--- config.mk ---
export PLATFORM = sky130hd
export DESIGN_NAME = twd_timer
export DESIGN_NICKNAME = d
export VERILOG_FILES = /design/src/twd_timer.v
export VERILOG_INCLUDE_DIRS = /design/src
export SDC_FILE = /design/constraint.sdc
export NUM_CORES = 1
export LEC_CHECK = 0
export BUFFER_PORTS_ARGS = -buffer_cell sky130_fd_sc_hd__buf_4
export CAP_MARGIN = 15
export CORE_MARGIN = 10
export CORE_UTILIZATION = 45
export DETAILED_ROUTE_END_ITERATION = 12
export PLACE_DENSITY = 0.66
export SYNTH_ARGS = -nofsm -noshare
export SYNTH_HDL_FRONTEND = slang
export SYNTH_SLANG_ARGS = --single-unit
--- constraint.sdc ---
create_clock -name pclk -period 6.85 [get_ports pclk]
set_input_delay 1.37 -clock pclk [delete_from_list [all_inputs] [get_ports pclk]]
set_output_delay 1.37 -clock pclk [all_outputs]
set_load 0.01 [all_outputs]
--- src/twd_defs.vh ---
// register map, field positions and reset values of the timer/watchdog
`ifndef TWD_DEFS_VH
`define TWD_DEFS_VH
`define TWD_AW 8
`define TWD_OFS_HIGH 8'h00
`define TWD_OFS_LOW 8'h04
`define TWD_OFS_PRESCALE 8'h08
`define TWD_OFS_CTRL 8'h0c
`define TWD_OFS_CFG 8'h10
`define TWD_OFS_STATUS 8'h14
`define TWD_RST_HIGH 8'hff
`define TWD_RST_LOW 8'hff
`define TWD_RST_PRESCALE 8'hff
`define TWD_RST_CTRL 8'h12
`define TWD_RST_CFG 3'h1
`define TWD_CTRL_RUN 7
`define TWD_CTRL_SINGLE 6
`define TWD_CTRL_MODE_HI 5
`define TWD_CTRL_MODE_LO 4
`define TWD_CTRL_INPUT_ENABLE_BIT 3
`define TWD_CTRL_OUTPUT_MODE_BIT 2
`define TWD_CTRL_LEVEL 1
`define TWD_CTRL_OUTPUT_ENABLE_BIT 0
`define TWD_CFG_WATCH_EN 0
`define TWD_CFG_A0_SEL 1
`define TWD_CFG_TOP_SEL 2
`define TWD_MODE_EVENT 2'h0
`define TWD_MODE_GATED 2'h1
`define TWD_MODE_TRIG 2'h2
`define TWD_MODE_RETRIG 2'h3
`define TWD_CORE_DIV 4
`define TWD_SVC_FIRST 8'haa
`define TWD_SVC_SECOND 8'h55
`endif

--- src/twd_timer.v ---
// timer/watchdog counter with apb register slave
`timescale 1ns/10ps
`default_nettype none
`include "twd_defs.vh"
module twd_timer (
   input wire pclk,
   input wire presetn,
   input wire [`TWD_AW-1:0] paddr,
   input wire psel,
   input wire penable,
   input wire pwrite,
   input wire [31:0] pwdata,
   output reg [31:0] prdata,
   output reg pready,
   output reg pslverr,
   input wire count_input_pin,
   input wire ext_irq_zero_pin,
   input wire hw_sw_watch_select_pin,
   input wire other_alt_out,
   output reg timer_output_pin,
   output reg top_irq,
   output reg irq_a0,
   output reg sys_reset_req
);
   reg [7:0] count_high_reg;
   reg [7:0] count_low_reg;
   reg [7:0] prescale_reg;
   reg [7:0] timer_control_reg;
   reg [2:0] cfg_reg;
   reg [15:0] cnt_reg;
   reg [7:0] pre_cnt_reg;
   reg [1:0] div_reg;
   reg pin_prev_reg;
   reg armed_reg;
   reg wd_active_reg;
   reg hw_wd_reg;
   reg strap_done_reg;
   reg svc_armed_reg;
   reg wave_reg;
   reg hit;
   reg [31:0] rd_mux;
   reg step;
   wire [15:0] constant;
   wire run_bit;
   wire [1:0] in_mode;
   wire tick;
   wire fall;
   wire wr;
   wire wr_high;
   wire wr_low;
   wire wr_pre;
   wire wr_ctrl;
   wire wr_cfg;
   wire const_wr;
   wire main_step;
   wire eoc;
   wire svc_reload;
   wire retrig_reload;
   wire timer_eoc;

   assign constant = {count_high_reg, count_low_reg};
   assign run_bit = timer_control_reg[`TWD_CTRL_RUN];
   assign in_mode = timer_control_reg[`TWD_CTRL_MODE_HI:`TWD_CTRL_MODE_LO];
   // core clock divided by four
   assign tick = ({30'h0, div_reg} == (`TWD_CORE_DIV - 1));
   assign fall = pin_prev_reg & ~count_input_pin;

   // address decode and read data
   always @* begin
      hit = 1'b1;
      rd_mux = 32'h0;
      case (paddr)
         `TWD_OFS_HIGH: rd_mux = {24'h0, count_high_reg};
         `TWD_OFS_LOW: rd_mux = {24'h0, count_low_reg};
         `TWD_OFS_PRESCALE: rd_mux = {24'h0, prescale_reg};
         `TWD_OFS_CTRL: rd_mux = {24'h0, timer_control_reg};
         `TWD_OFS_CFG: rd_mux = {28'h0, wd_active_reg, cfg_reg};
         `TWD_OFS_STATUS: rd_mux = {8'h0, pre_cnt_reg, cnt_reg};
         default: hit = 1'b0;
      endcase
   end

   // no wait state: ready raised in the first access cycle
   always @(posedge pclk or negedge presetn) begin
      if (!presetn) begin
         pready <= 1'b0;
      end else begin
         pready <= psel & ~penable;
      end
   end

   always @(posedge pclk or negedge presetn) begin
      if (!presetn) begin
         pslverr <= 1'b0;
      end else if (psel && !penable) begin
         pslverr <= ~hit;
      end else begin
         pslverr <= 1'b0;
      end
   end

   always @(posedge pclk or negedge presetn) begin
      if (!presetn) begin
         prdata <= 32'h0;
      end else if (psel && !penable) begin
         prdata <= hit ? rd_mux : 32'h0;
      end
   end

   assign wr = psel & penable & pready & pwrite;
   assign wr_high = wr && (paddr == `TWD_OFS_HIGH);
   assign wr_low = wr && (paddr == `TWD_OFS_LOW);
   assign wr_pre = wr && (paddr == `TWD_OFS_PRESCALE);
   assign wr_ctrl = wr && (paddr == `TWD_OFS_CTRL);
   assign wr_cfg = wr && (paddr == `TWD_OFS_CFG);
   assign const_wr = (wr_high | wr_low) & ~wd_active_reg;

   always @* begin
      step = 1'b0;
      if (wd_active_reg) begin
         step = tick;
      end else if (!run_bit) begin
         step = 1'b0;
      end else if (!timer_control_reg[`TWD_CTRL_INPUT_ENABLE_BIT]) begin
         step = tick;
      end else begin
         case (in_mode)
            `TWD_MODE_EVENT: step = fall;
            `TWD_MODE_GATED: step = tick & count_input_pin;
            `TWD_MODE_TRIG: step = tick & armed_reg;
            `TWD_MODE_RETRIG: step = tick;
            default: step = 1'b0;
         endcase
      end
   end

   assign main_step = step && (pre_cnt_reg == 8'h00);
   assign eoc = main_step && (cnt_reg == 16'h0000);
   assign timer_eoc = eoc & ~wd_active_reg;
   // second byte of the service pair
   assign svc_reload = wd_active_reg & wr_low & svc_armed_reg &
                       (pwdata[7:0] == `TWD_SVC_SECOND);
   assign retrig_reload = ~wd_active_reg & run_bit &
                          timer_control_reg[`TWD_CTRL_INPUT_ENABLE_BIT] &
                          (in_mode == `TWD_MODE_RETRIG) & fall;

   always @(posedge pclk or negedge presetn) begin
      if (!presetn) begin
         div_reg <= 2'h0;
      end else begin
         div_reg <= div_reg + 2'h1;
      end
   end

   // previous pin level for edge detection
   always @(posedge pclk or negedge presetn) begin
      if (!presetn) begin
         pin_prev_reg <= 1'b1;
      end else begin
         pin_prev_reg <= count_input_pin;
      end
   end

   always @(posedge pclk or negedge presetn) begin
      if (!presetn) begin
         armed_reg <= 1'b0;
      end else if (!run_bit) begin
         armed_reg <= 1'b0;
      end else if (fall) begin
         armed_reg <= 1'b1;
      end
   end

   // constant high byte
   always @(posedge pclk or negedge presetn) begin
      if (!presetn) begin
         count_high_reg <= `TWD_RST_HIGH;
      end else if (wr_high && !wd_active_reg) begin
         count_high_reg <= pwdata[7:0];
      end
   end

   // constant low byte
   always @(posedge pclk or negedge presetn) begin
      if (!presetn) begin
         count_low_reg <= `TWD_RST_LOW;
      end else if (wr_low && !wd_active_reg) begin
         count_low_reg <= pwdata[7:0];
      end
   end

   // prescaler code
   always @(posedge pclk or negedge presetn) begin
      if (!presetn) begin
         prescale_reg <= `TWD_RST_PRESCALE;
      end else if (wr_pre) begin
         prescale_reg <= pwdata[7:0];
      end
   end

   // configuration bits
   always @(posedge pclk or negedge presetn) begin
      if (!presetn) begin
         cfg_reg <= `TWD_RST_CFG;
      end else begin
         if (wr_cfg) begin
            // watch enable bit can only be cleared
            cfg_reg[`TWD_CFG_WATCH_EN] <= cfg_reg[`TWD_CFG_WATCH_EN] &
                                          pwdata[`TWD_CFG_WATCH_EN];
            cfg_reg[`TWD_CFG_A0_SEL] <= pwdata[`TWD_CFG_A0_SEL];
            cfg_reg[`TWD_CFG_TOP_SEL] <= pwdata[`TWD_CFG_TOP_SEL];
         end
      end
   end

   // control register with hardware run clear
   always @(posedge pclk or negedge presetn) begin
      if (!presetn) begin
         timer_control_reg <= `TWD_RST_CTRL;
      end else if (wr_ctrl) begin
         // mode and run in one write
         timer_control_reg <= pwdata[7:0];
      end else if (timer_eoc && timer_control_reg[`TWD_CTRL_SINGLE]) begin
         timer_control_reg[`TWD_CTRL_RUN] <= 1'b0;
      end
   end

   // watchdog entry: strap after reset or software clear
   always @(posedge pclk or negedge presetn) begin
      if (!presetn) begin
         wd_active_reg <= 1'b0;
         hw_wd_reg <= 1'b0;
         strap_done_reg <= 1'b0;
      end else begin
         strap_done_reg <= 1'b1;
         if (!strap_done_reg && !hw_sw_watch_select_pin) begin
            wd_active_reg <= 1'b1;
            hw_wd_reg <= 1'b1;
         end else if (wr_cfg && !pwdata[`TWD_CFG_WATCH_EN]) begin
            wd_active_reg <= 1'b1;
         end
      end
   end

   always @(posedge pclk or negedge presetn) begin
      if (!presetn) begin
         svc_armed_reg <= 1'b0;
      end else if (wr_low) begin
         svc_armed_reg <= (pwdata[7:0] == `TWD_SVC_FIRST);
      end
   end

   // prescaler divides by code plus one
   always @(posedge pclk or negedge presetn) begin
      if (!presetn) begin
         pre_cnt_reg <= `TWD_RST_PRESCALE;
      end else if (svc_reload || retrig_reload) begin
         pre_cnt_reg <= prescale_reg;
      end else if (wr_pre) begin
         pre_cnt_reg <= pwdata[7:0];
      end else if (step) begin
         pre_cnt_reg <= (pre_cnt_reg == 8'h00) ? prescale_reg : pre_cnt_reg - 8'h01;
      end
   end

   always @(posedge pclk or negedge presetn) begin
      if (!presetn) begin
         cnt_reg <= {`TWD_RST_HIGH, `TWD_RST_LOW};
      end else if (svc_reload || retrig_reload) begin
         cnt_reg <= constant;
      end else if (const_wr && !run_bit) begin
         // new constant while stopped is loaded
         if (wr_high) begin
            cnt_reg <= {pwdata[7:0], count_low_reg};
         end else begin
            cnt_reg <= {count_high_reg, pwdata[7:0]};
         end
      end else if (eoc) begin
         cnt_reg <= constant;
      end else if (main_step) begin
         cnt_reg <= cnt_reg - 16'h0001;
      end
   end

   // output wave: square toggles, pwm copies level
   always @(posedge pclk or negedge presetn) begin
      if (!presetn) begin
         wave_reg <= 1'b1;
      end else if (timer_eoc) begin
         if (timer_control_reg[`TWD_CTRL_OUTPUT_MODE_BIT]) begin
            wave_reg <= timer_control_reg[`TWD_CTRL_LEVEL];
         end else begin
            // toggle at each end of count
            wave_reg <= ~wave_reg;
         end
      end
   end

   // disabled output high, anded with others
   always @(posedge pclk or negedge presetn) begin
      if (!presetn) begin
         timer_output_pin <= 1'b1;
      end else begin
         timer_output_pin <= (timer_control_reg[`TWD_CTRL_OUTPUT_ENABLE_BIT] ? wave_reg : 1'b1) &
                             other_alt_out;
      end
   end

   always @(posedge pclk or negedge presetn) begin
      if (!presetn) begin
         top_irq <= 1'b0;
      end else begin
         top_irq <= cfg_reg[`TWD_CFG_TOP_SEL] ? ext_irq_zero_pin : timer_eoc;
      end
   end

   always @(posedge pclk or negedge presetn) begin
      if (!presetn) begin
         irq_a0 <= 1'b0;
      end else begin
         irq_a0 <= cfg_reg[`TWD_CFG_A0_SEL] ? ext_irq_zero_pin : timer_eoc;
      end
   end

   always @(posedge pclk or negedge presetn) begin
      if (!presetn) begin
         sys_reset_req <= 1'b0;
      end else begin
         sys_reset_req <= eoc & wd_active_reg;
      end
   end
endmodule
`default_nettype wire
* Word-level counts from Yosys, hierarchy flattened
Cells that the tools add are included.
** Cells by class
- Muxes and demuxes :: 27
- Equality and inequality tests :: 12
- Reduce and logical (&&, ||, !) cells :: 30
- Bitwise gates (word level) :: 25
- Add/sub/neg operators :: 3
** Operators by type and width (number)
- $pmux W24 S6 :: 1
- $mux W16 :: 5
- $mux W32 :: 1
- $mux W8 :: 4
- $and A1 B1 Y1 :: 19
- $eq A8 B4 Y1 const B :: 2
- $eq A8 B5 Y1 const B :: 2
- $logic_not A16 Y1 :: 1
- $logic_not A8 Y1 :: 2
- $sub A16 B1 Y16 const B :: 1
- $mux W1 :: 15
- $logic_and A1 B1 Y1 :: 14
- $eq A8 B3 Y1 const B :: 1
- $eq A8 B7 Y1 const B :: 1
- $eq A8 B8 Y1 const B :: 1
- $sub A8 B1 Y8 const B :: 1
- $eq A2 B2 Y1 const B :: 3
- $logic_not A1 Y1 :: 6
- $reduce_or A6 Y1 :: 1
- $not A1 Y1 :: 5
- $pmux W1 S4 :: 1
- $reduce_bool A2 Y1 :: 2
- $reduce_bool A4 Y1 :: 1
- $reduce_bool A3 Y1 :: 1
- 6 further kinds :: 6
** Storage, ports and cells
- Output and inout bits :: 38
- Word-level logic and storage cells :: 119
- Bits of input ports :: 49
- Register bits :: 105

* Logic depth before layout (Yosys ltp)
Gate-level depths: netlist of the first run.
- Depth in word-level cells :: 12
- Mapped depth :: 9
- Gate-level depth less buffers :: 8

* Worst setup path before layout of the first run
No wires, ideal clock.
- Kind :: input to register
- Start point :: input port paddr[5]
- End point :: register cnt_reg[5]
- Buffers on the path :: 3
- Arrival time :: 3.131 ns
- Setup time :: 0.083 ns
- Required time :: 6.767 ns
- Path slack :: 3.636 ns
- Stages on the path :: 7
- Cell sequence :: or3_1 buf_6 or4_4 buf_6 buf_8 and3_4 a221o_1
** Between the ends
- Cells in the longest elaborated chain, start to end :: 7
- Elaborated cells between the ends (all ways) :: 15
- Classes of those cells :: eq/ne (1); mux (3); bitwise (5); reduce/logical (6)
** Ends and longest elaborated chain
- start, declared :: RTL line twd_timer.v:8 : input wire [`TWD_AW-1:0] paddr,
- $eq A8 B3 Y1 / $logic_not A8 Y1 (equally long branches)
- $logic_and A1 B1 Y1 (on tied branches) :: RTL line twd_timer.v:112, twd_timer.v:111
- $and A1 B1 Y1 / $or A1 B1 Y1 (equally long branches) :: RTL line twd_timer.v:141, twd_timer.v:116
- $and A1 B1 Y1 (on tied branches) :: RTL line twd_timer.v:141, twd_timer.v:116
- $and A1 B1 Y1 / $logic_and A1 B1 Y1 (equally long branches) :: RTL line twd_timer.v:141, twd_timer.v:271
- $logic_or A1 B1 Y1 / $mux W16 (equally long branches) :: RTL line twd_timer.v:269, twd_timer.v:271
- $reduce_bool A4 Y1 (no line) / $mux W16 (equally long branches)
- end signal, assigned :: RTL line twd_timer.v:268 : cnt_reg <= {`TWD_RST_HIGH, `TWD_RST_LOW};
- end signal, assigned :: RTL line twd_timer.v:270 : cnt_reg <= constant;
- end signal, assigned :: RTL line twd_timer.v:274 : cnt_reg <= {pwdata[7:0], count_low_reg};
- end, declared :: RTL line twd_timer.v:30 : reg [15:0] cnt_reg;
Parallel ways exist; a longest one is shown, timed or not.
A chain may end at the register's enable or synchronous reset.

* Worst setup path in the final report of the first run
- Start point :: input port paddr[3]
- End point :: register pre_cnt_reg[1]
** Between the ends
- Cells in the longest elaborated chain, start to end :: 7
- Elaborated cells between the ends (all ways) :: 11
- Classes of those cells :: eq/ne (2); mux (2); bitwise (3); reduce/logical (4)
** Ends and longest elaborated chain
- $eq A8 B3 Y1
- $logic_and A1 B1 Y1 :: RTL line twd_timer.v:112 : assign wr_low = wr && (paddr == `TWD_OFS_LOW);
- $and A1 B1 Y1 (3 in a row) :: RTL line twd_timer.v:141 : assign svc_reload = wd_active_reg & wr_low & svc_armed_reg &
- $logic_or A1 B1 Y1 :: RTL line twd_timer.v:257 : end else if (svc_reload || retrig_reload) begin
- $reduce_bool A3 Y1 (no line) / $mux W8 (equally long branches)
- end signal, assigned :: RTL line twd_timer.v:256 : pre_cnt_reg <= `TWD_RST_PRESCALE;
- end signal, assigned :: RTL line twd_timer.v:258 : pre_cnt_reg <= prescale_reg;
- end signal, assigned :: RTL line twd_timer.v:260 : pre_cnt_reg <= pwdata[7:0];
- end, declared :: RTL line twd_timer.v:31 : reg [7:0] pre_cnt_reg;
Parallel ways exist; a longest one is shown, timed or not.

==> results.md, run 1 <==
* Async set or reset register ratio after synthesis at 100%
* Status: completed
* Vias in the first global route at between 4000 and 5000
* Worst-path fanout max at 18
* Period utilization at 54.0%
* CTS tree: yes
* Top FF cell, synth: dfstp_2
* Final Hold Slack at roughly 0.42 ns
* Seq cells post-synth at 97
* Setup TNS at 0 ns
* Iteration-0 DRC Markers at between 400 and 500
* Ant. Diodes at 0
* Tot GR Track Use at a little under a fifth
* Max_cap viols at 0
* Achievable frequency at 270 MHz
* Starting Density at 45.4%
* Drt wl/cell at 21.2 um
* Power Dens Cells at between 300 and 400 mW/mm^2
* Post-synthesis sequential area ratio at 43.9%
* Die height at 132 um
* Worst-Margin Slew at about 1.2 ns
* Core Rows at approximately 40
* Syn Std Cell Area at ~0.0057 sq mm
* Leakage power at 2.78 nW
* Clk pin slew, worst setup/hold paths at about 0.07 ns
* Core ar. at around 0.013 sq mm
* Number of buffers created by CTS at 9
* Placed cells at 771
* Largest net degree at the start of global routing at 57
* Clock Latency Late Sink at 0.35 ns
* CP endpoint kind: flop
* Max Buffers Root-to-Sink at 2
* Drt drc at 0
* First-pass GRT wire length at ~27000 um
* Vias post-DR at 4830
* Crit path DAT at just under 4 ns
* Setup violators final at 0
* Worst vdd rail ir drop at ~0.18 mV
* RePlAce Congestion at between 0.9 and 1
* Post-CTS Resized at 0
* EDFF count, synth at 0
* Initial antenna violation count at 0
* Die W at about 130 um
* Drt total wl at around 17000 um
* Register area at 0.00249 sq mm
* Crit path kind: input pin to flop
* Crit path max-delay cell type: a32o_1
* Clock skew at 0.00763 ns
* CP max stage delay at approximately 0.80 ns
* Filler Cell Count at around 1200
* Critical path launch point type: input pin
* RSZ-0062 raised after global routing: no
* Fin nets at 667
* IO Port Bufs at 54
* Rel. slew slack at between 15 and 20%
* Hold Crit Class: flop to flop
* Final std cells w/o fill at between 700 and 800
* H-tree depth at 3
* Synth warnings at 0
* Ports at 87
* Syn Inst Count at between 500 and 600
* Multi-input gate area at between 0.002 and 0.003 sq mm
* Num Clock Sinks at 97
* Vias per cell at approximately 6.1
* Clock Tree Root: clkbuf_16
* Distinct cells, synth at 87
* Gr ovfl total at 0
* Postcts setup bufs at 0
* DRT antenna net count at 0
* Critical Path RT at between 7 and 8 ns
* Max reg flops at 24
* Final HPWL DP at between 10000 and 15000 um
* Final Util at between 50% and 60%
* Number of hold buffers added after cts at 0
* Die area at between 0.015 and 0.02 sq mm
* Share of cells above drive strength 1 at 30.1%
* TritonRoute pass-1 iters at 6
* Period minus WS final at ~3.7 ns
* Final Hold Vio Count at 0
* Max Slew Vio Count at 0
* Worst-path cell chain: buf_4 > or3_4 > nor2_1 > a32o_1 > nor3_2 > a221oi_1 > a21oi_1
* Avg Inst Size Synth at just under 10 sq um
* P&R area growth vs syn at 13.5%
worst max-delay path: cells and delay by family:
kind,cells,cell delay (ns)
AO/OA/AOI/OAI,3,1.23
buffers and inverters,1,0.14
AND/OR/NAND/NOR,3,1.20
cell families (layout without fill, tap and decap cells):
kind of cell	after synthesis	count (layout)	synth area share (%)
and+or+nand+nor	194	194	18.8
xor gates and xnor gates	12	12	1.85
buffers and inverters	53	88	5.17
AOI/OAI and AO/OA	168	168	20.7
other	2	9	0.132
adders and majority gates	8	8	1.76
DFF	97	97	43.9
muxes	39	39	7.68
synth_stat cells (9+ instances only):
master	count	share of area [%]
clkbuf_1	16	1.1
nand2_1	72	4.8
a22o_1	20	3.1
mux2i_1	11	1.9
buf_4	9	1.2
nor3_1	10	0.88
dfstp_2	54	25
a21oi_1	21	1.8
o22ai_1	12	1.3
dfrtp_1	43	19
nor2_1	28	1.8
mux2_2	27	5.3
o21ai_0	42	3.7
a31oi_1	13	1.4
nand3_1	13	1.1
inv_1	14	0.92
through the flow:
stage | setup slack, ns | power (mW) | cell area, sq um
6_report | 3.15 | 2.23 | 6450
3_5_place_dp | 2.85 | 1.66 | 6120
5_1_grt | 2.99 | 2.38 | 6450
3_3_place_gp | 2.90 | 1.64 | 6120
4_1_cts | 3.22 | 2.22 | 6450
2_1_floorplan | 3.64 | 1.43 | 5710
cell type report:
cell class	count	share of cell area (%)
inverters	14	0.815
multi-input cells	430	45.3
clock buffers	12	3.98
clock inverters	4	1.14
well taps	172	3.34
flip-flops and latches	97	38.7
repair buffers	58	6.75
report_power, final:
group | internal [mW] | switching (mW)
registers | 0.682 | 0.110
logic | 0.384 | 0.493
clock network | 0.341 | 0.221
cells in the final DEF, fill, tap and decap left out, drive strengths merged, types with 4 or more instances in the layout:
cell / synthesis / final
o211ai: 5 / 5
nand4: 4 / 4
nor4: 10 / 10
clkbuf: 16 / 12
a22oi: 9 / 9
mux2: 27 / 27
a21oi: 21 / 21
mux2i: 11 / 11
nor3: 11 / 11
xnor2: 6 / 6
or2: 6 / 6
ha: 8 / 8
a221oi: 4 / 4
nor2b: 6 / 6
and4: 4 / 4
conb: 2 / 9
a22o: 20 / 20
or3: 11 / 11
dfrtp: 43 / 43
inv: 14 / 15
a31oi: 13 / 13
dfstp: 54 / 54
a21o: 4 / 4
nand3: 14 / 14
o22ai: 12 / 12
o21ai: 45 / 45
nor2: 29 / 29
nand2: 72 / 72
or4: 4 / 4
xor2: 6 / 6
buf: 23 / 58
path summary, 6_finish.rpt:
check | start | endpoint | slack (ns) | depth (start not counted)
setup / recovery | paddr[3] | pre_cnt_reg[1] | 3.15 | 7
hold reg to reg | div_reg[0] | div_reg[0] | 0.42 | 1
min in group asynchronous | presetn | prdata[0] | 0.99 | 1
hold / removal | div_reg[0] | div_reg[0] | 0.42 | 1
setup reg to reg | timer_control_reg[5] | cnt_reg[2] | 3.80 | 8
max in group asynchronous | presetn | timer_control_reg[7] | 4.75 | 2
metal layers:
metal	track usage, %	part of all wire (%)	up-vias
li1	-	-	2194
met1	27.1	46	2406
met2	28.1	45	199
met3	3.96	6.9	31
met4	7.33	2.3	0
met5	0	0	-
Note: power is estimated with default switching activity, not from simulation.
==> run 2: changes to the inputs <==
==> constraint.sdc (replaced) <==
create_clock -name pclk -period 3.8 [get_ports pclk]
set_input_delay 0.76 -clock pclk [delete_from_list [all_inputs] [get_ports pclk]]
set_output_delay 0.76 -clock pclk [all_outputs]
set_load 0.01 [all_outputs]
==> run 2 against run 1 <==
Critical path depth grew 1; count of clock-buffer cells in the layout stayed put; routed wire length increased by 2.5%; combinational power is 80% higher; clock skew up 0.0012 ns; critical path type is now flop to flop.
==> results.md, run 2 (synthesis results as in run 1) <==
* Achievable frequency at ~330 MHz
* PnR worst setup slack at 0.766 ns
* Critical Path RT at just over 4 ns
* Clock Latency Late Sink at 0.36 ns
* Critical path launch point type: flop
* R2R Path Start: timer_control_reg[5]
* Hold Crit Class: input pin to async pin
* Final HPWL DP at roughly 12000 um
* RePlAce Congestion at about 0.96
* TritonRoute pass-1 iters at 9
* Status: completed
* Number of buffers created by CTS at 9
* RSZ-0062 raised after global routing: no
* Gr ovfl total at 0
* Core ar. at about 0.013 sq mm
* Vias per cell at between 6 and 7
* Die W at 132 um
* Postcts setup bufs at 0
* Die height at approximately 130 um
* Placement Setup Slack at between 0.7 and 0.8 ns
* Tot GR Track Use at between 10% and 20%
* CTS tree: yes
* Rel. slew slack at 29.9%
* Clock skew at roughly 0.0088 ns
* R2r worst-path depth at 8
* Vias post-DR at around 5000
* Starting Density at 45.4%
* Worst-Margin Slew at roughly 1.0 ns
* Period minus WS final at between 3 and 4 ns
* Number of hold buffers added after cts at 0
* Highest-count cells in the layout ignoring fill and taps: nand2_1 (72), buf_4 (72), dfstp_2 (54)
* Setup TNS at 0 ns
* Critical Path End: cnt_reg[2]
* Post-CTS Resized at 0
* IO Port Bufs at 54
* Worst-path cell chain: inv_1 > ha_1 > and3b_1 > o31a_1 > o31ai_4 > nand3_2 > o22a_1 > a21boi_1
* Ports at 87
* Max Slew Vio Count at 0
* Initial antenna violation count at 0
* Crit path DAT at approximately 3.3 ns
* Period utilization at about four fifths
* P&R area growth vs syn at 14.4%
* Die area at around 0.018 sq mm
* CP Launch Point: timer_control_reg[5]
* Final Hold Vio Count at 0
* CP endpoint kind: flop
* Share of cells above drive strength 1 at 31.5%
* Max Buffers Root-to-Sink at 2
* Drt total wl at approximately 17000 um
* DRT antenna net count at 0
* R2R Path End: cnt_reg[2]
* Clock Tree Root: clkbuf_16
* Vias in the first global route at 4831
* Drt drc at 0
* Largest net degree at the start of global routing at 48
* Fin nets at 681
* Num Clock Sinks at 97
* Worst-path fanout max at 16
* Reg-to-reg setup timing slack at around 0.77 ns
* Max_cap viols at 0
* Iteration-0 DRC Markers at 602
* Max reg flops at 24
* Power Dens Cells at roughly 600 mW/mm^2
* Drt wl/cell at about 21 um
* First-pass GRT wire length at about 27000 um
* Clk pin slew, worst setup/hold paths at 0.07 ns
* Setup violators final at 0
* H-tree depth at 3
* Core Rows at between 40 and 50
* CP max stage delay at around 0.74 ns
* Crit path kind: flop to flop
* Crit path max-delay cell type: o31ai_4
* Leakage power at 2.82 nW
* Worst vdd rail ir drop at roughly 0.28 mV
run 2: cell types whose count changed in the layout (fill, tap and decap cells not counted), sizes merged:
cell	before	now
buf	58	72
bufinv	2	0
clkinvlp	0	2
diode	0	1
run 2: per-layer routing:
metal	part of all wire [%]	global-route usage, %
met3	7.8	4.27
met5	0	0
met1	46	26.2
met2	45	28.9
met4	1.9	7.46
run 2: final cells by class:
type / instances / area [sq um]
Antenna cell: 1 / 2.50
Clock buffer: 12 / 246
Clock inverter: 4 / 28.8
Fill cell: 1167 / 6010
Inverter: 14 / 52.6
Multi-Input combinational cell: 430 / 2920
Sequential cell: 97 / 2490
Tap cell: 172 / 215
Timing Repair Buffer: 72 / 541
run 2: per-stage QoR:
stage | hold WS [ns] | util [%] | total power, mW | cells | area, sq um
floorplan | 0.401 | - | 2.59 | 580 | 5710
global placement | 0.413 | 49.7 | 2.96 | 785 | 6230
detailed placement | 0.420 | 49.7 | 2.98 | 785 | 6230
CTS | 0.440 | 51.9 | 3.85 | 801 | 6500
global route | 0.467 | 51.9 | 4.08 | 801 | 6500
finish | 0.425 | 52.0 | 3.87 | 802 | 6500
run 2: critical path, delay by kind of cell (launching register included):
kind / cells / cell delay, ns
flops: 1 / 0.45
simple gates: 2 / 0.67
fa+ha+maj: 1 / 0.19
compound gates: 4 / 1.54
buf+inv: 1 / 0.11
run 2: worst min path at each step:
stage	from	to	slack (ns)
finish	presetn	prdata[9]	0.42
global route	presetn	prdata[9]	0.47
CTS	presetn	prdata[9]	0.44
detailed placement	div_reg[0]	div_reg[0]	0.42
global placement	div_reg[0]	div_reg[0]	0.41
floorplan	div_reg[0]	div_reg[0]	0.40
run 2: power by group:
| part | internal, mW | total, mW | switching, mW |
|---|---|---|---|
| combinational | 0.696 | 1.58 | 0.881 |
| clock | 0.464 | 0.863 | 0.399 |
| sequential | 1.23 | 1.43 | 0.198 |
| total | 2.39 | 3.87 | 1.48 |
==> run 3: changes to the inputs <==
--- a/config.mk
+++ b/config.mk
@@ -11,7 +11,7 @@
 export CORE_MARGIN = 10
 export CORE_UTILIZATION = 45
 export DETAILED_ROUTE_END_ITERATION = 12
-export PLACE_DENSITY = 0.66
+export PLACE_DENSITY = 0.68
 export SYNTH_ARGS = -nofsm -noshare
 export SYNTH_HDL_FRONTEND = slang
 export SYNTH_SLANG_ARGS = --single-unit
==> constraint.sdc (replaced) <==
create_clock -name pclk -period 2.5 [get_ports pclk]
set_input_delay 0.5 -clock pclk [delete_from_list [all_inputs] [get_ports pclk]]
set_output_delay 0.5 -clock pclk [all_outputs]
set_load 0.01 [all_outputs]
==> run 3 against run 2 <==
Die area did not move; register-to-register slack got worse by 0.69 ns; non-clock buffer count increased by 51; clock skew is 0.0028 ns higher; critical path type unchanged.
==> results.md, run 3 (synthesis results as in run 1) <==
* Status: completed
* Num Clock Sinks at 97
* Drt drc at 0
* Hold Crit Class: input pin to async pin
* Die W at roughly 130 um
* Period minus WS final at approximately 2.4 ns
* Max Buffers Root-to-Sink at 2
* Period utilization at just under 100%
* Vias post-DR at 5075
* Iteration-0 DRC Markers at roughly 530
* Largest net degree at the start of global routing at 46
* Die height at approximately 130 um
* Clock Latency Late Sink at between 0.3 and 0.4 ns
* Rel. slew slack at a little over a third
* Crit path kind: flop to flop
* Filler Cell Count at around 1200
* Power Dens Cells at between 800 and 900 mW/mm^2
* Critical Path RT at 2.80 ns
* Tot GR Track Use at about a fifth
* Max Slew Vio Count at 0
* CTS tree: yes
* Setup violators final at 0
* Final Instance Area at ~0.007 sq mm
* IO Port Bufs at 54
* P&R area growth vs syn at 23.3%
* Crit path DAT at 2.73 ns
* Fin nets at roughly 730
* Commonest non-fill, non-tap cell in the layout: buf_4
* Worst-Margin Slew at between 0.9 and 1 ns
* Ports at between 80 and 90
* Clk pin slew, worst setup/hold paths at 0.07 ns
* Register area at about 0.0025 sq mm
* Max reg flops at 24
* Vias in the first global route at roughly 5000
* Number of buffers created by CTS at 9
* Drt wl/cell at roughly 22 um
* Die area at about 0.018 sq mm
* Core Rows at between 40 and 50
* Ant. Diodes at 0
* Clock skew at between 0.01 and 0.015 ns
* Starting Density at 45.4%
* R2R Path Start: pre_cnt_reg[0]
* Clock Tree Root: clkbuf_16
* Worst-path fanout max at 7
* Vias per cell at 5.96
* R2R Path End: cnt_reg[5]
* Reg-to-reg setup timing slack at about 0.073 ns
* CP Launch Point: pre_cnt_reg[0]
* DRT antenna net count at 0
* CP dominant cell by count: buf_4
* Worst vdd rail ir drop at 0.397 mV
* RePlAce Congestion at approximately 0.97
* First-pass GRT wire length at slightly below 30000 um
* Final Hold Slack at about 0.074 ns
* Multi-input gate area at approximately 0.003 sq mm
* Max_cap viols at 0
* H-tree depth at 3
* Worst-path cell chain: inv_1 > ha_2 > or3b_4 > nor2_4 > o31ai_4 > buf_4 > buf_4 > a211o_1 > a21oi_1 > a221o_1
* Share of cells above drive strength 1 at between 30% and 40%
* Initial antenna violation count at 0
* Core ar. at 0.0125 sq mm
* R2r worst-path depth at 10
* Crit path max-delay cell type: or3b_4
* Leakage power at 3.08 nW
* Final HPWL DP at 13600 um
* Gr ovfl total at 0
* Highest-count cells in the layout ignoring fill and taps: buf_4 (117), nand2_1 (72), dfstp_2 (54)
* Drt total wl at 18500 um
* Critical path launch point type: flop
* Achievable frequency at 412 MHz
* Critical Path End: cnt_reg[5]
* CP max stage delay at 0.40 ns
* DP Area at ~0.0066 sq mm
* Final Hold Vio Count at 0
* TritonRoute pass-1 iters at 5
* CP endpoint kind: flop
[run 3: layout make-up]
class	instances	area share, %
clock buffers	14	3.77
repair buffers	123	13.9
flip-flops and latches	97	35.6
clock inverters	2	0.536
well taps	172	3.07
multi-input cells	430	42.4
inverters	14	0.750
[run 3: metal layers]
layer,global-route usage (%),up-vias,part of all wire (%)
li1,-,2321,-
met1,29.6,2514,46
met2,31.3,213,45
met3,4.08,27,7.2
met4,8.19,0,2.1
met5,0,-,0
[run 3: repair_timing]
action / CTS / global route
pin swaps: 1 / 9
hold buffers: 0 / 0
setup buffers: 7 / 4
endpoints found under the setup margin: 21 / 20
gates cloned: 0 / 0
resized for setup: 3 / 11
[run 3: where the power goes]
group	total (mW)	leakage [nW]	switching [mW]	internal (mW)
registers	2.18	1.14	0.314	1.87
logic	2.54	1.80	1.38	1.16
clock network	1.44	0.143	0.604	0.832
total	6.16	3.08	2.30	3.86
[run 3: critical path, delay by kind of cell, from the launching register on]
kind	cells	cell delay [ns]
compound gates	4	0.72
simple gates	2	0.65
buf+inv	3	0.42
flops	1	0.38
fa+ha+maj	1	0.20
[run 3: metrics by stage]
| stage | util [%] | std cells | setup TNS, ns | worst slack (ns) | total power, mW |
|---|---|---|---|---|---|
| floorplan | - | 580 | 0 | 0.156 | 3.93 |
| global placement | 52.4 | 825 | -0.314 | -0.136 | 4.60 |
| detailed placement | 52.4 | 825 | -1.18 | -0.193 | 4.63 |
| CTS | 55.4 | 848 | 0 | 0.00340 | 6.11 |
| global route | 56.0 | 852 | -0.00774 | -0.00331 | 6.57 |
| finish | 56.0 | 852 | 0 | 0.0730 | 6.16 |
[run 3: how the worst min path moves through the flow]
stage	from	to	slack, ns	cells past startpoint
final	presetn	prdata[12]	0.07	1
after global routing	presetn	prdata[12]	0.10	1
after global placement	div_reg[0]	div_reg[0]	0.41	1
after detailed placement	div_reg[0]	div_reg[0]	0.42	1
after floorplan	presetn	armed_reg	0.20	0
after CTS	presetn	prdata[12]	0.09	1
